===== config.mk =====
export PLATFORM = sky130hd
export DESIGN_NAME = mmc_regs
export DESIGN_NICKNAME = d
export VERILOG_FILES = /design/src/rtl/mmc_pkg.sv /design/src/rtl/mmc_pulse_timer.sv /design/src/rtl/mmc_regs.sv
export VERILOG_INCLUDE_DIRS = /design/src /design/src/rtl
export SDC_FILE = /design/constraint.sdc
export NUM_CORES = 1
export LEC_CHECK = 0
export ABC_CLOCK_PERIOD_IN_PS = 6300
export BUFFER_PORTS_ARGS = -buffer_cell sky130_fd_sc_hd__buf_4
export CORE_ASPECT_RATIO = 0.9
export CORE_UTILIZATION = 50
export CTS_CLUSTER_DIAMETER = 60
export DETAILED_ROUTE_END_ITERATION = 7
export PLACE_DENSITY = 0.81
export SLEW_MARGIN = 20
export SYNTH_ARGS = -nofsm -noshare
export SYNTH_HDL_FRONTEND = slang
export SYNTH_SLANG_ARGS = --single-unit

===== constraint.sdc =====
create_clock -name sys_clk -period 6.3 [get_ports sys_clk]
set_input_delay 0.63 -clock sys_clk [delete_from_list [all_inputs] [get_ports sys_clk]]
set_output_delay 0.63 -clock sys_clk [all_outputs]
set_load 0.05 [all_outputs]

===== src/rtl/mmc_defines.svh =====
// constants for the monitor mask and configuration register bank
`ifndef MMC_DEFINES_SVH
`define MMC_DEFINES_SVH
// register indices; byte address is four times the index
`define MMC_IDX_AMB_FAN 8'h13
`define MMC_IDX_REM_FAN 8'h14
`define MMC_IDX_STATUS2 8'h42
`define MMC_IDX_MASK2 8'h44
`define MMC_IDX_INTR_CLR 8'h46
`define MMC_IDX_VID_FAN 8'h47
`define MMC_IDX_VID_MSB 8'h49
`define MMC_IDX_CONFIG2 8'h4a
// field positions
`define MMC_INTR_CLR_BIT 7
`define MMC_STAT_INTR_BIT 4
`define MMC_STAT_OVERTEMP_SIGNAL_BIT 5
`define MMC_CFG_OVERTEMP_SIGNAL_MASK 0
`define MMC_CFG_LOCK_AMB 1
`define MMC_CFG_LOCK_REM 2
`define MMC_CFG_ACPI 3
`define MMC_FAN_A_LSB 4
`define MMC_FAN_B_LSB 6
// reset values and implemented-bit masks
`define MMC_RST_MASK2 8'h00
`define MMC_RST_CONFIG2 8'h00
`define MMC_RST_FAN_DIV 4'h0
`define MMC_STAT2_IMPL 8'hf3
`define MMC_CFG2_IMPL 8'h0f
// timing
`define MMC_CLK_MHZ 100
`define MMC_INTR_PULSE_MS 20
`define MMC_INTR_PULSE_CYC (`MMC_INTR_PULSE_MS * 1000 * `MMC_CLK_MHZ)
`endif


===== src/rtl/mmc_pkg.sv =====
// types shared by the monitor mask and configuration register bank
package mmc_pkg;
  typedef struct packed {
    logic cyc;
    logic stb;
    logic we;
    logic [11:0] adr;
    logic [3:0] sel;
    logic [31:0] dat;
  } mmc_wb_req_t;
  typedef struct packed {
    logic ack;
    logic [31:0] dat;
  } mmc_wb_rsp_t;
  typedef enum logic {MMC_PT_IDLE, MMC_PT_RUN} mmc_pt_state_t;
endpackage


===== src/rtl/mmc_pulse_timer.sv =====
// one-shot timer holding busy for a fixed number of clock cycles
module mmc_pulse_timer #(
  parameter logic [20:0] LEN = 21'd2000000
) (
  // clock and reset
  input wire logic sys_clk,
  input wire logic rst,
  input wire logic soft_rst,
  // control
  input wire logic start,
  output logic busy
);
  import mmc_pkg::*;

  mmc_pt_state_t state_r;
  logic [20:0] cnt_r;

  always_ff @(posedge sys_clk or posedge rst) begin
    if (rst) begin
      state_r <= MMC_PT_IDLE;
      cnt_r <= 21'h0;
    end else if (soft_rst) begin
      state_r <= MMC_PT_IDLE;
      cnt_r <= 21'h0;
    end else begin
      unique case (state_r)
        MMC_PT_IDLE: begin
          if (start) begin
            state_r <= MMC_PT_RUN;
            cnt_r <= LEN - 21'd1;
          end
        end
        MMC_PT_RUN: begin
          if (cnt_r == 21'h0) begin
            state_r <= MMC_PT_IDLE;
          end else begin
            cnt_r <= cnt_r - 21'd1;
          end
        end
      endcase
    end
  end

  assign busy = (state_r == MMC_PT_RUN);
endmodule // mmc_pulse_timer


===== src/rtl/mmc_regs.sv =====
// mask, intrusion clear, voltage code, fan prescale and config 2 registers
//
// Our own choice: the Wishbone interface to the registers.
`include "mmc_defines.svh"
module mmc_regs #(
  parameter logic [20:0] INTR_PULSE_CYC = 21'(`MMC_INTR_PULSE_CYC),
  parameter logic [6:0] IDENT_CODE = 7'h2a // arbitrary value
) (
  // clock and reset
  input wire logic sys_clk,
  input wire logic rst,
  input wire logic soft_rst,
  // classic wishbone slave
  input wire mmc_pkg::mmc_wb_req_t wb_req,
  output mmc_pkg::mmc_wb_rsp_t wb_rsp,
  // status sources
  input wire logic [7:0] stat2_cond,
  input wire logic bank1_irq_req,
  input wire logic temp_irq_req,
  input wire logic temp_over,
  // voltage code pins
  input wire logic [3:0] cpu_voltage_code,
  input wire logic cpu_voltage_code_msb,
  // intrusion pin, open drain
  input wire logic intr_pin_in,
  output logic intr_pin_out,
  output logic intr_pin_oe,
  // overtemp pin, open drain
  input wire logic overtemp_signal_in,
  output logic overtemp_signal_out,
  output logic overtemp_signal_oe,
  output logic overtemp_acpi_mode,
  // fan tach prescalers
  input wire logic [1:0] fan_tach_pulse,
  output logic [1:0] fan_tach_tick,
  // fan control register write strobes
  output logic fan_amb_we,
  output logic fan_rem_we,
  output logic [7:0] fan_wdat,
  output logic lock_amb,
  output logic lock_rem,
  // interrupt
  output logic int_n
);
  import mmc_pkg::*;

  logic ack_r;
  logic [7:0] rdat_r;
  logic [7:0] mask2_r;
  logic [7:0] stat2_r;
  logic [7:0] config2_r;
  logic [3:0] fan_div_r;
  logic [7:0] fan_wdat_r;
  logic fan_amb_we_r;
  logic fan_rem_we_r;
  logic int_n_r;
  logic otemp_oe_r;
  logic [7:0] rd_mux;
  logic [7:0] idx;
  logic take;
  logic wr;
  logic rd;
  logic pulse_busy;
  logic pulse_start;
  logic [7:0] stat2_set;
  logic [7:0] stat2_clr;
  logic [7:0] irq_gate;
  logic irq_any;

  // one-word decode; upper address bits must be zero, byte lane 0 carries data
  assign idx = wb_req.adr[9:2];
  assign take = wb_req.cyc && wb_req.stb && !ack_r && (wb_req.adr[11:10] == 2'b00)
    && (wb_req.adr[1:0] == 2'b00);
  assign wr = take && wb_req.we && wb_req.sel[0];
  assign rd = take && !wb_req.we;

  always_ff @(posedge sys_clk or posedge rst) begin
    if (rst) begin
      ack_r <= 1'b0;
    end else begin
      ack_r <= wb_req.cyc && wb_req.stb && !ack_r;
    end
  end

  // read mux; unmapped indices answer zero
  always_comb begin
    rd_mux = 8'h00;
    unique case (idx)
      `MMC_IDX_STATUS2: rd_mux = stat2_r;
      `MMC_IDX_MASK2: rd_mux = mask2_r;
      `MMC_IDX_INTR_CLR: rd_mux = {pulse_busy, 7'h00};
      `MMC_IDX_VID_FAN: rd_mux = {fan_div_r, cpu_voltage_code};
      `MMC_IDX_VID_MSB: rd_mux = {IDENT_CODE, cpu_voltage_code_msb};
      `MMC_IDX_CONFIG2: rd_mux = config2_r & `MMC_CFG2_IMPL;
      default: rd_mux = 8'h00;
    endcase
  end

  always_ff @(posedge sys_clk or posedge rst) begin
    if (rst) begin
      rdat_r <= 8'h00;
    end else if (rd) begin
      rdat_r <= rd_mux;
    end
  end

  assign wb_rsp.ack = ack_r;
  assign wb_rsp.dat = {24'h000000, rdat_r};

  // mask register 2; reserved bits 2 and 3 are plain storage
  always_ff @(posedge sys_clk or posedge rst) begin
    if (rst) begin
      mask2_r <= `MMC_RST_MASK2;
    end else if (soft_rst) begin
      mask2_r <= `MMC_RST_MASK2;
    end else if (wr && idx == `MMC_IDX_MASK2) begin
      mask2_r <= wb_req.dat[7:0];
    end
  end

  // status 2: set from live conditions, cleared by a read, set wins
  always_comb begin
    stat2_set = stat2_cond & `MMC_STAT2_IMPL;
    stat2_set[`MMC_STAT_INTR_BIT] = stat2_cond[`MMC_STAT_INTR_BIT]
      | (intr_pin_in & !intr_pin_oe);
    stat2_set[`MMC_STAT_OVERTEMP_SIGNAL_BIT] = stat2_cond[`MMC_STAT_OVERTEMP_SIGNAL_BIT]
      | (!overtemp_signal_in & !overtemp_signal_oe);
    stat2_clr = (rd && idx == `MMC_IDX_STATUS2) ? 8'hff : 8'h00;
  end

  always_ff @(posedge sys_clk or posedge rst) begin
    if (rst) begin
      stat2_r <= 8'h00;
    end else if (soft_rst) begin
      stat2_r <= 8'h00;
    end else begin
      stat2_r <= (stat2_r & ~stat2_clr) | stat2_set;
    end
  end

  // intrusion clear pulse; a write during a pulse does not restart it
  assign pulse_start = wr && idx == `MMC_IDX_INTR_CLR && wb_req.dat[`MMC_INTR_CLR_BIT];

  mmc_pulse_timer #(
    .LEN(INTR_PULSE_CYC)
  ) u_intr_timer (
    .sys_clk(sys_clk),
    .rst(rst),
    .soft_rst(soft_rst),
    .start(pulse_start),
    .busy(pulse_busy)
  );

  assign intr_pin_out = 1'b0;
  assign intr_pin_oe = pulse_busy;

  // fan prescale and config 2
  always_ff @(posedge sys_clk or posedge rst) begin
    if (rst) begin
      fan_div_r <= `MMC_RST_FAN_DIV;
    end else if (soft_rst) begin
      fan_div_r <= `MMC_RST_FAN_DIV;
    end else if (wr && idx == `MMC_IDX_VID_FAN) begin
      fan_div_r <= wb_req.dat[7:4];
    end
  end

  // lock bits only ever set by a write; reset or soft reset releases them
  always_ff @(posedge sys_clk or posedge rst) begin
    if (rst) begin
      config2_r <= `MMC_RST_CONFIG2;
    end else if (soft_rst) begin
      config2_r <= `MMC_RST_CONFIG2;
    end else if (wr && idx == `MMC_IDX_CONFIG2) begin
      config2_r[`MMC_CFG_OVERTEMP_SIGNAL_MASK] <= wb_req.dat[`MMC_CFG_OVERTEMP_SIGNAL_MASK];
      config2_r[`MMC_CFG_ACPI] <= wb_req.dat[`MMC_CFG_ACPI];
      config2_r[`MMC_CFG_LOCK_AMB] <= config2_r[`MMC_CFG_LOCK_AMB]
        | wb_req.dat[`MMC_CFG_LOCK_AMB];
      config2_r[`MMC_CFG_LOCK_REM] <= config2_r[`MMC_CFG_LOCK_REM]
        | wb_req.dat[`MMC_CFG_LOCK_REM];
    end
  end

  assign lock_amb = config2_r[`MMC_CFG_LOCK_AMB];
  assign lock_rem = config2_r[`MMC_CFG_LOCK_REM];
  assign overtemp_acpi_mode = config2_r[`MMC_CFG_ACPI];

  // write strobes to the fan control registers, held off while locked
  always_ff @(posedge sys_clk or posedge rst) begin
    if (rst) begin
      fan_amb_we_r <= 1'b0;
      fan_rem_we_r <= 1'b0;
      fan_wdat_r <= 8'h00;
    end else begin
      fan_amb_we_r <= wr && idx == `MMC_IDX_AMB_FAN && !lock_amb;
      fan_rem_we_r <= wr && idx == `MMC_IDX_REM_FAN && !lock_rem;
      if (wr) begin
        fan_wdat_r <= wb_req.dat[7:0];
      end
    end
  end

  assign fan_amb_we = fan_amb_we_r;
  assign fan_rem_we = fan_rem_we_r;
  assign fan_wdat = fan_wdat_r;

  // tach prescalers: one tick per 1, 2, 4 or 8 tach pulses
  for (genvar g = 0; g < 2; g++) begin : g_fan
    logic [2:0] cnt_r;
    logic [2:0] top;
    logic tick_r;
    assign top = 3'((4'h1 << fan_div_r[2*g +: 2]) - 4'h1);
    always_ff @(posedge sys_clk or posedge rst) begin
      if (rst) begin
        cnt_r <= 3'h0;
        tick_r <= 1'b0;
      end else begin
        tick_r <= 1'b0;
        if (fan_tach_pulse[g]) begin
          if (cnt_r >= top) begin
            cnt_r <= 3'h0;
            tick_r <= 1'b1;
          end else begin
            cnt_r <= cnt_r + 3'h1;
          end
        end
      end
    end
    assign fan_tach_tick[g] = tick_r;
  end

  // interrupt: thermal mask gates the interrupt path only
  always_comb begin
    irq_gate = ~mask2_r & `MMC_STAT2_IMPL;
    irq_gate[`MMC_STAT_OVERTEMP_SIGNAL_BIT] = irq_gate[`MMC_STAT_OVERTEMP_SIGNAL_BIT]
      & !config2_r[`MMC_CFG_OVERTEMP_SIGNAL_MASK];
    irq_any = |(stat2_r & irq_gate) | bank1_irq_req
      | (temp_irq_req & !config2_r[`MMC_CFG_OVERTEMP_SIGNAL_MASK]);
  end

  always_ff @(posedge sys_clk or posedge rst) begin
    if (rst) begin
      int_n_r <= 1'b1;
      otemp_oe_r <= 1'b0;
    end else begin
      int_n_r <= !irq_any;
      otemp_oe_r <= temp_over;
    end
  end

  assign int_n = int_n_r;
  assign overtemp_signal_out = 1'b0;
  assign overtemp_signal_oe = otemp_oe_r;

  int unsigned low_cnt;
  always_ff @(posedge sys_clk or posedge rst) begin
    if (rst) begin
      low_cnt <= 0;
    end else begin
      low_cnt <= intr_pin_oe ? low_cnt + 1 : 0;
    end
  end
endmodule // mmc_regs


==> impl_metrics.json <==
{
  "final_design_area_no_fill_um2": 4990,
  "post_cts_buffers": 0,
  "avgSynthCellArea_um2": 9.87,
  "cts_inserted_buffers": 9,
  "wl_per_cell_um": 15.9,
  "worst-setup-path-type": "in2reg",
  "outcome": "finished, final reports clean",
  "path_clk_slew_ps": 80,
  "via_per_inst": 5.68,
  "fmax_mhz": 373,
  "worst_path_largest_cell_delay_ps": 730,
  "grt-ovfl-total": 0,
  "min_from": "temp_over",
  "synth-seq-cells": 75,
  "grt_util_all_layers_pct": 22.5,
  "fp.dieW_um": 99.7,
  "reg2regPathDepth": 5,
  "pre_cts_ws_ps": 3230,
  "reg2reg_from": "ack_r$_DFF_PP0_",
  "place.gp.congestion": 0.863,
  "netlist_top_cells_area": "dfrtp_1, buf_4, nand2_1",
  "fillers": 668,
  "post-synth-top-count-cell": "dfrtp_1",
  "clk_latency_ps": 340,
  "ant_nets": 0,
  "core-area_um2": 8180,
  "totalWireLength_um": 9770,
  "worst-path-buf-inv": 1,
  "r2r_setup_slack_ps": 3750,
  "syn_inst": 435,
  "totalPowerFinal_mw": 1.12,
  "timing.final.crit_share_pct": 42.5,
  "async_reset_ff_share_pct": 100,
  "yosysWarnings": 0,
  "firstDrtPassIters": 5,
  "clock-sinks": 75,
  "rsz0062_at_grt": "no",
  "hold_ws_ps": 388,
  "clock-skew-final_ps": 5.96,
  "ctsHoldBuffers": 0,
  "drtIter0Drc": 220,
  "grt_pass1_vias": 3353,
  "row_count": 31,
  "synth_top_area_share_pct": 43.1,
  "finalNetCount": 578,
  "htree_levels": 3,
  "ir_drop_mv": 0.137,
  "tritoncts": "built",
  "initial_core_util_pct": 52.5,
  "final_cells": 614,
  "layout-drive-gt1-share_pct": 24.0,
  "portBuffers": 71,
  "worst_slack_ps": 3620,
  "antenna_found_initial": 0,
  "critPathLaunchType": "input pin",
  "syn_area_um2": 4290,
  "drcViolationCount": 0,
  "dp_hpwl_um": 6950,
  "hp-class": "in2reg",
  "power.density_nw_per_um2": 225,
  "area_growth_pct": 16.2,
  "r2r-end": "u_intr_timer.cnt_r[16]$_DFFE_PP0P_",
  "holdPathEnd": "overtemp_signal_oe$_DFF_PP0_",
  "slew_headroom_pct": 33.2,
  "path_delay_family": "simple AND/OR/NAND/NOR gates",
  "finalHoldViolCount": 0,
  "cts_buffer_depth": 2,
  "cp_slowest_cell": "nor2_1",
  "synthDistinctLibCells": 67,
  "cts_root_buf": "clkbuf_8",
  "synth_edf_count": 0,
  "worst_slew_pin_slew_ps": 995,
  "hold_path_depth": 1,
  "seq_area_frac_synth_pct": 43.7,
  "num_vias": 3489,
  "die_area_um2": 8960,
  "synth_flop_cell": "dfrtp_1",
  "synth_common_cells": "dfrtp_1, nand2_1, buf_4",
  "fin_tns_setup_ps": 0,
  "synth_top_area_cell": "dfrtp_1",
  "grt_max_degree": 76,
  "worstPathRequired_ps": 6480,
  "finalSetupViolCount": 0,
  "cap_viol_max_count": 0,
  "slew_violations": 0,
  "worstPathArrival_ps": 2860,
  "antennaDiodeCount": 0,
  "die_h_um": 89.9,
  "endpoint_kind": "register",
  "cts_resized": 0,
  "worstPathCellList": "buf_4 > nor4_1 > and4_2 > a41oi_4 > nor2_1 > o21ai_0",
  "dpl_cell_area_um2": 4710,
  "io_pins": 127,
  "dpl.cell_count": 598,
  "leakage_nw": 2.27,
  "grt_pass1_wl_um": 15900,
  "crit_fanout": 25,
  "fin_util_pct": 61.0,
  "min_period_ps": 2680
}
routing by layer:
metal,global-route usage [%],wire length (um)
met1,31.3,4370
met2,35.6,4630
met3,4.35,653
met4,6.86,114
met5,0,0
layout by cell type (no fill, tap or decap), types with 3 or more instances in the layout:
master     count
a2111oi_4      3
a21o_1         6
a21oi_1       18
a221oi_1       3
a22o_1         9
a31oi_1        7
and2_1         7
and3_1         7
buf_4         72
bufinv_16      4
clkbuf_8      11
conb_1        26
dfrtp_1       74
ha_1          10
inv_1         21
mux2_2         8
mux2i_1        6
nand2_1       43
nand2b_1       3
nand3_1       16
nor2_1        22
nor2b_1        5
nor3_1        19
nor3b_1        3
nor4_1         4
nor4b_1        4
o211ai_1       3
o21ai_0       24
o22ai_1        3
o2bb2ai_1      3
o31a_1         3
or2_2          5
or3b_2         3
registers in the layout, summed over array words and instances, names as in the netlist, 2 cells and up:
name / cells
fan_div_r: 4
g_fan.cnt_r: 6
mask2_r: 8
stat2_r: 8
rdat_r: 8
u_intr_timer.cnt_r: 21
g_fan.tick_r: 2
config2_r: 4
fan_wdat: 8
power by group:
group	leakage [nW]	internal (mW)	switching, mW	total [mW]
combinational	1.11	0.0366	0.0895	0.126
clock	0.137	0.325	0.175	0.500
sequential	1.02	0.490	0.00648	0.496
logic make-up after synthesis:
| logic type | share of synthesized area (%) |
|---|---|
| AO/OA/AOI/OAI | 18.2 |
| XOR/XNOR | 0.204 |
| adder cells (fa/ha/maj) | 2.91 |
| buffers and inverters | 10.3 |
| flip-flops | 43.7 |
| multiplexers | 3.50 |
| other | 0.0873 |
| AND/OR/NAND/NOR | 21.1 |
worst max path at each step:
stage                     startpoint                                 end  cells after the start
after detailed placement  wb_req[47]  u_intr_timer.cnt_r[16]$_DFFE_PP0P_                      6
final                     wb_req[47]  u_intr_timer.cnt_r[16]$_DFFE_PP0P_                      6
after global placement    wb_req[47]  u_intr_timer.cnt_r[16]$_DFFE_PP0P_                      6
after global routing      wb_req[47]  u_intr_timer.cnt_r[16]$_DFFE_PP0P_                      6
after CTS                 wb_req[47]  u_intr_timer.cnt_r[16]$_DFFE_PP0P_                      6
after floorplan                  rst                     ack_r$_DFF_PP0_                      1
area by class of cell:
type	count	area (um^2)	area share (%)
Tap cell	115	144	2.88
Sequential cell	75	1880	37.6
Timing Repair Buffer	72	541	10.8
Inverter	22	82.6	1.65
Clock inverter	4	120	2.41
Clock buffer	12	155	3.11
Multi-Input combinational cell	314	2070	41.5
Power figures use the tool's default switching activity.
